===== config.mk =====
export PLATFORM = sky130hd
export DESIGN_NAME = core_interrupt_control
export DESIGN_NICKNAME = d
export VERILOG_FILES = /design/src/logic/irq_ctrl_pkg.sv /design/src/logic/irq_src_if.sv /design/src/logic/ext_edge_detect.sv /design/src/logic/core_interrupt_control.sv
export SDC_FILE = /design/constraint.sdc
export NUM_CORES = 1
export LEC_CHECK = 0
export BUFFER_PORTS_ARGS = -buffer_cell sky130_fd_sc_hd__buf_4
export CAP_MARGIN = 20
export CORE_MARGIN = 2
export CORE_UTILIZATION = 44
export DETAILED_ROUTE_END_ITERATION = 8
export PLACE_DENSITY = 0.83
export SYNTH_ARGS = -nofsm -noshare
export SYNTH_HDL_FRONTEND = slang
export SYNTH_SLANG_ARGS = --single-unit
export TNS_END_PERCENT = 100

===== constraint.sdc =====
create_clock -name clk_i -period 1.7 [get_ports clk_i]
set_input_delay 0.34 -clock clk_i [delete_from_list [all_inputs] [get_ports clk_i]]
set_output_delay 0.34 -clock clk_i [all_outputs]
set_load 0.05 [all_outputs]

===== src/logic/irq_ctrl_pkg.sv =====
// constants and types shared by the interrupt front end
package irq_ctrl_pkg;
    // ****************************************
    // register map
    // ****************************************
    localparam logic [1:0] ADDR_W = 2'h2;
    localparam logic [1:0] ADDR_CONTROL = 2'h0;
    localparam logic [1:0] ADDR_PERIPH = 2'h1;
    localparam logic [1:0] ADDR_OPTION = 2'h2;
    localparam logic [1:0] ADDR_STATUS = 2'h3;
    // interrupt_control field positions
    localparam int BIT_GLOBAL_EN = 7;
    localparam int BIT_PERIPH_EN = 6;
    localparam int BIT_T0_EN = 5;
    localparam int BIT_EXT_EN = 4;
    localparam int BIT_PC_EN = 3;
    localparam int BIT_T0_FLAG = 2;
    localparam int BIT_EXT_FLAG = 1;
    localparam int BIT_PC_FLAG = 0;
    localparam logic [7:0] CONTROL_RESET = 8'h00;
    localparam logic [7:0] OPTION_RESET = 8'h01;
    localparam logic [12:0] VECTOR_ADDR = 13'h0004;
    // ****************************************
    // timing: instruction cycle = 4 clocks (Q1..Q4)
    // ****************************************
    localparam int Q_PER_CYCLE = 4;
    localparam logic [1:0] LATENCY_TCY = 2'h3;
    typedef enum logic [1:0] {
        Q1 = 2'h0,
        Q2 = 2'h1,
        Q3 = 2'h3,
        Q4 = 2'h2
    } qphase_t;
    typedef enum logic [1:0] {
        ST_RUN = 2'h0,
        ST_WAIT = 2'h1,
        ST_SLEEP = 2'h3,
        ST_WAKE = 2'h2
    } seq_state_t;
endpackage : irq_ctrl_pkg


===== src/logic/irq_src_if.sv =====
// source-side event interface between the front end and its edge detector
`timescale 1ns/100ps
interface irq_src_if;
    logic pin_level;
    logic edge_sel;
    logic edge_seen;
    modport detector (input pin_level, input edge_sel, output edge_seen);
    modport ctrl (output pin_level, output edge_sel, input edge_seen);
endinterface : irq_src_if


===== src/logic/ext_edge_detect.sv =====
// selectable-edge detector for the external interrupt pin
`timescale 1ns/100ps
module ext_edge_detect (
    input wire logic clk_i,
    input wire logic rst_n_i,
    irq_src_if.detector src
);
    typedef struct packed {
        logic prev;
        logic armed;
        logic seen;
    } state_t;
    state_t s_q;
    state_t s_d;
    always_comb begin
        s_d = s_q;
        s_d.prev = src.pin_level;
        // no edge until one real sample of the pin is held
        s_d.armed = 1'b1;
        s_d.seen = s_q.armed & (src.edge_sel ? (src.pin_level & ~s_q.prev)
                                             : (~src.pin_level & s_q.prev));
    end
    always_ff @(posedge clk_i or negedge rst_n_i) begin
        if (!rst_n_i) begin
            s_q <= '0;
        end else begin
            s_q <= s_d;
        end
    end
    assign src.edge_seen = s_q.seen;
endmodule : ext_edge_detect


===== src/logic/core_interrupt_control.sv =====
// interrupt front end: flags, enables, vectoring and sleep wake-up
`timescale 1ns/100ps
// Functional notes
// - synchronous event starts vector code exactly three instruction cycles later.
// - asynchronous event starts vector code three or four cycles later.
// - latency is the same for one- and two-cycle instructions.
// - pin flag may set in Q4 or Q1; request sampled each Q1.
// - only clockless sources enabled before sleep wake the device; the code also wakes on an enabled timer0 flag.
// - after wake, vector if global enable set, else continue sequentially.
// - instruction after sleep always runs before vectoring.
// - pin edge selectable: 1 rising, 0 falling.
// - valid pin edge sets its flag; vectors when enabled globally.
// - pin enable clear blocks interrupt, flag still sets.
// - hardware saves only return address on the stack.
// - vector loads address 0004h; pc high latch untouched.
// - bit 7 global enable gates every interrupt.
// - bit 6 peripheral group enable gates peripheral requests.
// - bits 5,4,3 enable timer0, pin and port-change sources.
// - bit 2 timer0 overflow flag, sticky until software clear.
// - bit 1 pin flag, sticky until software clear.
// - bit 0 port-change flag, sticky; needs per-pin change enables.
// - flags set regardless of enable bits 7..3.
// - reset leaves timer0 alone, so its flag may reassert.
// - taking interrupt flushes prefetch, clears global enable, pushes pc.
// - return from interrupt pops pc and sets global enable.
// - reset clears global enable.
module core_interrupt_control #(
    parameter int PC_W = 13,
    parameter int PERIPH_N = 8
) (
    input wire logic clk_i,
    input wire logic rst_n_i,
    // register port
    input wire logic [1:0] reg_addr_i,
    input wire logic [7:0] reg_wdata_i,
    input wire logic reg_we_i,
    input wire logic reg_re_i,
    output logic [7:0] reg_rdata_o,
    // sources
    input wire logic timer0_overflow_i,
    input wire logic ext_pin_i,
    input wire logic [7:0] port_change_i,
    input wire logic [7:0] port_change_pin_enable_i,
    input wire logic [PERIPH_N-1:0] periph_flags_i,
    input wire logic [PERIPH_N-1:0] periph_enables_i,
    // sequencer side
    input wire logic [PC_W-1:0] pc_i,
    input wire logic sleep_enter_i,
    input wire logic return_from_interrupt_i,
    input wire logic [PC_W-1:0] stack_top_i,
    output logic [1:0] q_phase_o,
    output logic irq_request_o,
    output logic flush_o,
    output logic push_o,
    output logic [PC_W-1:0] push_pc_o,
    output logic pop_o,
    output logic pc_load_o,
    output logic [PC_W-1:0] pc_load_value_o,
    output logic sleeping_o
);
    // ****************************************
    // parameter checks
    // ****************************************
    if (PC_W < 13 || PC_W > 16) begin : g_pc_chk
        $error("PC_W out of range");
    end
    if (PERIPH_N < 1 || PERIPH_N > 8) begin : g_per_chk
        $error("PERIPH_N out of range");
    end

    function automatic logic any_enabled(input logic [7:0] f, input logic [7:0] e);
        any_enabled = |(f & e);
    endfunction : any_enabled

    function automatic irq_ctrl_pkg::qphase_t next_q(input irq_ctrl_pkg::qphase_t q);
        case (q)
            irq_ctrl_pkg::Q1: next_q = irq_ctrl_pkg::Q2;
            irq_ctrl_pkg::Q2: next_q = irq_ctrl_pkg::Q3;
            irq_ctrl_pkg::Q3: next_q = irq_ctrl_pkg::Q4;
            default: next_q = irq_ctrl_pkg::Q1;
        endcase
    endfunction : next_q

    typedef struct packed {
        logic [7:0] control;
        logic edge_sel;
        logic [7:0] port_prev;
        logic sleep_global_en;
        logic sleeping;
        irq_ctrl_pkg::qphase_t q;
        irq_ctrl_pkg::seq_state_t st;
        logic [1:0] lat_cnt;
        logic pending;
        logic req;
        logic flush;
        logic push;
        logic [PC_W-1:0] push_pc;
        logic pop;
        logic pc_load;
        logic [PC_W-1:0] pc_val;
        logic [7:0] rdata;
    } state_t;

    state_t s_q;
    state_t s_d;
    irq_src_if src ();
    logic pin_edge;
    logic port_evt;
    logic core_req;
    logic per_req;
    logic wake_src;
    logic [7:0] per_f;
    logic [7:0] per_e;

    assign src.pin_level = ext_pin_i;
    assign src.edge_sel = s_q.edge_sel;
    assign pin_edge = src.edge_seen;

    ext_edge_detect u_edge (
        .clk_i(clk_i),
        .rst_n_i(rst_n_i),
        .src(src)
    );

    // ****************************************
    // request decode
    // ****************************************
    always_comb begin
        per_f = '0;
        per_e = '0;
        per_f[PERIPH_N-1:0] = periph_flags_i;
        per_e[PERIPH_N-1:0] = periph_enables_i;
        port_evt = |((port_change_i ^ s_q.port_prev) & port_change_pin_enable_i);
        core_req = any_enabled({5'h00, s_q.control[2:0]},
                               {5'h00, s_q.control[5:3]});
        per_req = s_q.control[irq_ctrl_pkg::BIT_PERIPH_EN] & any_enabled(per_f, per_e);
        wake_src = core_req | per_req;
    end

    // ****************************************
    // next state
    // ****************************************
    always_comb begin
        s_d = s_q;
        s_d.port_prev = port_change_i;
        s_d.flush = 1'b0;
        s_d.push = 1'b0;
        s_d.pop = 1'b0;
        s_d.pc_load = 1'b0;
        s_d.q = next_q(s_q.q);
        s_d.req = s_q.control[irq_ctrl_pkg::BIT_GLOBAL_EN] & (core_req | per_req);
        // register reads answer one cycle later
        if (reg_re_i) begin
            case (reg_addr_i)
                irq_ctrl_pkg::ADDR_CONTROL: s_d.rdata = s_q.control;
                irq_ctrl_pkg::ADDR_PERIPH: s_d.rdata = per_f;
                irq_ctrl_pkg::ADDR_OPTION: s_d.rdata = {7'h00, s_q.edge_sel};
                irq_ctrl_pkg::ADDR_STATUS: s_d.rdata = {4'h0, s_q.pending,
                                                        s_q.st == irq_ctrl_pkg::ST_SLEEP,
                                                        s_q.st};
                default: s_d.rdata = 8'h00;
            endcase
        end else begin
            s_d.rdata = 8'h00;
        end
        if (reg_we_i && reg_addr_i == irq_ctrl_pkg::ADDR_CONTROL) begin
            s_d.control = reg_wdata_i;
        end
        if (reg_we_i && reg_addr_i == irq_ctrl_pkg::ADDR_OPTION) begin
            s_d.edge_sel = reg_wdata_i[0];
        end
        // hardware sets win over a software clear in the same cycle
        if (timer0_overflow_i) begin
            s_d.control[irq_ctrl_pkg::BIT_T0_FLAG] = 1'b1;
        end
        if (pin_edge) begin
            s_d.control[irq_ctrl_pkg::BIT_EXT_FLAG] = 1'b1;
        end
        if (port_evt) begin
            s_d.control[irq_ctrl_pkg::BIT_PC_FLAG] = 1'b1;
        end
        if (return_from_interrupt_i) begin
            s_d.pop = 1'b1;
            s_d.pc_val = stack_top_i;
            s_d.control[irq_ctrl_pkg::BIT_GLOBAL_EN] = 1'b1;
        end
        case (s_q.st)
            irq_ctrl_pkg::ST_RUN: begin
                if (sleep_enter_i) begin
                    s_d.st = irq_ctrl_pkg::ST_SLEEP;
                end else if (s_q.q == irq_ctrl_pkg::Q1 && s_q.req) begin
                    // sampled once per cycle in Q1, independent of instruction length
                    s_d.st = irq_ctrl_pkg::ST_WAIT;
                    s_d.lat_cnt = 2'h1;
                    s_d.flush = 1'b1;
                    s_d.push = 1'b1;
                    s_d.push_pc = pc_i;
                    s_d.control[irq_ctrl_pkg::BIT_GLOBAL_EN] = 1'b0;
                end
            end
            irq_ctrl_pkg::ST_WAIT: begin
                if (s_q.q == irq_ctrl_pkg::Q4) begin
                    s_d.lat_cnt = s_q.lat_cnt + 2'h1;
                    if (s_q.lat_cnt == irq_ctrl_pkg::LATENCY_TCY - 2'h1) begin
                        s_d.st = irq_ctrl_pkg::ST_RUN;
                        s_d.pc_load = 1'b1;
                        s_d.pc_val = PC_W'(irq_ctrl_pkg::VECTOR_ADDR);
                    end
                end
            end
            irq_ctrl_pkg::ST_SLEEP: begin
                if (wake_src) begin
                    s_d.st = irq_ctrl_pkg::ST_WAKE;
                    s_d.sleep_global_en = s_q.control[irq_ctrl_pkg::BIT_GLOBAL_EN];
                end
            end
            irq_ctrl_pkg::ST_WAKE: begin
                // let the instruction after sleep run until the next Q4 first
                if (s_q.q == irq_ctrl_pkg::Q4) begin
                    s_d.st = irq_ctrl_pkg::ST_RUN;
                end
            end
            default: s_d.st = irq_ctrl_pkg::ST_RUN;
        endcase
        s_d.pending = s_q.req;
        s_d.sleeping = (s_d.st == irq_ctrl_pkg::ST_SLEEP);
    end

    always_ff @(posedge clk_i or negedge rst_n_i) begin
        if (!rst_n_i) begin
            s_q <= '0;
            s_q.control <= irq_ctrl_pkg::CONTROL_RESET;
            s_q.edge_sel <= irq_ctrl_pkg::OPTION_RESET[0];
            s_q.q <= irq_ctrl_pkg::Q1;
            s_q.st <= irq_ctrl_pkg::ST_RUN;
        end else begin
            s_q <= s_d;
        end
    end

    assign reg_rdata_o = s_q.rdata;
    assign q_phase_o = s_q.q;
    assign irq_request_o = s_q.req;
    assign flush_o = s_q.flush;
    assign push_o = s_q.push;
    assign push_pc_o = s_q.push_pc;
    assign pop_o = s_q.pop;
    assign pc_load_o = s_q.pc_load;
    assign pc_load_value_o = s_q.pc_val;
    assign sleeping_o = s_q.sleeping;
endmodule : core_interrupt_control


==> impl_metrics.toml <==
[timing]
hold_ws_ps = 132
fin_tns_setup_ps = 0
final_hold_viol_count = 0
finalMaxSlewViolations = 0
setup_ws_ps = 167
rsz0062_at_grt = "false"
setup_viol = 0
period_share_pct = 90.2
finalCriticalPeriod_ps = 1530
fmax_mhz = 652
finClkSkew_ps = 5.86

[synthesis]
synth_top_area_share_pct = 53.8
syn_area_mm2 = 0.00303
synthesis.nets = 316
synth_warnings = 0
yosysTopAreaCell = "dfrtp_1"
yosysSeqAreaShare_pct = 54.6
avgSynthCellArea_um2 = 12.7
syn_inst = 239
ys_types = 42
yosys-top-cells-area = "dfrtp_1, buf_4, mux2i_1"
synth_seq_cells = 66

[setup_path]
critPathSlowestCell = "dfrtp_1"
rrSetupSlack_ps = 170
r2r_cells = 4
critical_path.top_delay_family = "simple AND/OR/NAND/NOR gates"
cp.required_ps = 1910
critPathArrivalTime_ps = 1740
path_class = "flop to flop"
crit_start = "s_q[43]"
end_kind = "flop"
regToRegEndpoint = "push_pc_o[1]"
cp_max_fo = 16
cp_slowest_stage_delay_ps = 460
cp_cell_sequence = "nor2_2, nand3_4, nor2_8, mux2_2"
crit_path_start_kind = "flop"
worst-path-buf-inv = 0
r2r-start = "s_q[43]"

[place]
io_buffers = 117
place.gp.congestion = 0.819
dpl.hpwl_um = 4530
pre_cts_ws_ps = 185

[cells_and_area]
antenna_cells = 0
final_cell_mix = "buf_4, dfrtp_1, nor2_1, mux2i_1, clkbuf_8"
fillers = 585
drive_above_1_share_pct = 47.0
final_common_cell = "buf_4"
syn2layout_area_growth_pct = 29.4
fin_nets = 404

[floorplan]
num_io_pins = 118
die_x_um = 86.9
fp-row-count = 30
core_region_area_mm2 = 0.00672
die_area_mm2 = 0.00756
start_util_pct = 45.0
die_y_um = 86.9

[global_routing]
grt_pass1_vias = 2052
grt_antenna_before_repair = 0
grtUsageTotal_pct = 16.4
grt_pass1_wl_um = 9490
grt_overflow = 0
grt_max_degree = 31

[clocking]
path_clk_slew_ps = 70
insertion_delay_ps = 320
post_cts_resized = 0
clock_sinks = 66
root_buffer = "clkbuf_8"
postCtsSetupBuffers = 0
cts_made_buffers = 9
cts_buffer_depth = 2
htree_levels = 3
cts_tree = "built"

[detailed_routing]
finalWirelength_um = 5900
wl_per_cell_um = 14.3
first_pass_iters = 4
ant_nets = 0
drtIter0Drc = 49
vias = 1983
vias_per_cell = 4.81
drc = 0

[min_path]
hold_class = "input pin to flop"
hold_depth = 1
hp-start = "port_change_i[2]"
holdPathEnd = "s_q[50]"

[power]
switchingPower_mw = 2.03
p_clk_share_pct = 23.9
sw_frac_of_total_pct = 37.1
p_leak_nw = 1.94
combPwrFrac_pct = 37.2
ir_worst_vdd_mv = 0.939
p_int_mw = 3.43
seqPwrFrac_pct = 38.9
powerDensity_mw_per_mm2 = 1390

[status]
status = "completed"

[run]
drv_cap = 0
power groups by stage:
stage          sequential, mW  combinational (mW)  clock, mW
2_1_floorplan            2.18                1.60          0
3_3_place_gp             2.13                2.01          0
3_5_place_dp             2.15                2.04          0
4_1_cts                  2.12                2.05       1.34
5_1_grt                  2.16                2.16       1.42
6_report                 2.12                2.03       1.31
how the worst max path moves through the flow:
stage | end | slack [ps] | depth (start not counted)
floorplan | push_pc_o[10] | 130 | 4
global placement | push_pc_o[1] | 210 | 4
detailed placement | push_pc_o[1] | 180 | 4
CTS | push_pc_o[1] | 170 | 4
global route | push_pc_o[4] | 60 | 4
finish | push_pc_o[1] | 170 | 4
metrics by stage:
step	total power, mW	cell area [µm²]	cells	util (%)
after floorplan	3.77	3030	239	-
after global placement	4.14	3710	395	55.2
after detailed placement	4.19	3710	395	55.2
after CTS	5.51	3920	412	58.3
after global routing	5.74	3920	412	58.3
final	5.46	3920	412	58.3
synthesized netlist by cell type, drive strengths merged:
| library cell | number |
|---|---|
| o21a | 1 |
| a211o | 3 |
| inv | 2 |
| mux4 | 1 |
| dfrtp | 65 |
| nand4 | 3 |
| clkbuf | 1 |
| mux2i | 20 |
| conb | 1 |
| a221oi | 1 |
| nand2b | 3 |
| nor2 | 22 |
| xnor2 | 1 |
| o41ai | 1 |
| a22oi | 2 |
| a22o | 5 |
| o21ai | 7 |
| nand3b | 1 |
| a211oi | 1 |
| nor3b | 1 |
| buf | 45 |
| ha | 1 |
| dfstp | 1 |
| o32ai | 1 |
| and2 | 6 |
| nand3 | 3 |
| o22ai | 1 |
| a21boi | 2 |
| a222oi | 1 |
| xor2 | 8 |
| mux2 | 18 |
| nor2b | 4 |
| nand2 | 6 |
sequential cells by signal, summed over array words and instances, names as in the netlist:
signal and count:
flush_o 1, irq_request_o 1, pc_load_o 1, pc_load_value_o 13, pop_o 1, push_pc_o 13, q_phase_o 2, reg_rdata_o 8
s_q 21, sleeping_o 1, src.edge_sel 1, u_edge.s_q 2, u_edge.src.edge_seen 1
layer usage:
| layer | share of wire [%] | wire (µm) | up-vias | GRT usage (%) |
|---|---|---|---|---|
| met5 | 0 | 0 | - | 0 |
| met4 | 1.6 | 95 | 0 | 6.39 |
| met3 | 7.5 | 443 | 11 | 5.31 |
| met2 | 49 | 2890 | 76 | 27.1 |
| met1 | 42 | 2480 | 939 | 20.0 |
| li1 | - | - | 957 | - |
what timing repair did:
action,in CTS,in global routing
hold endpoints to repair,27,0
hold buffers,1,0
endpoints found under the setup margin,0,0
cell families after synthesis:
group                    after synthesis  share of synthesized area (%)
AO/OA/AOI/OAI                         26                           6.62
XOR/XNOR                               9                           2.61
adder cells (fa/ha/maj)                1                          0.413
buffers and inverters                 48                           11.7
flip-flops                            66                           54.6
multiplexers                          39                           14.9
other                                  1                          0.124
AND/OR/NAND/NOR                       49                           8.97
cell type report:
| cell class | instances | area (µm²) | area share (%) |
|---|---|---|---|
| multi-input cells | 125 | 1020 | 26.0 |
| inverters | 2 | 7.51 | 0.192 |
| clock buffers | 14 | 163 | 4.15 |
| flip-flops and latches | 66 | 1650 | 42.2 |
| well taps | 80 | 100 | 2.56 |
| repair buffers | 123 | 938 | 24.0 |
| clock inverters | 2 | 35.0 | 0.895 |
Power figures use the tool's default switching activity.
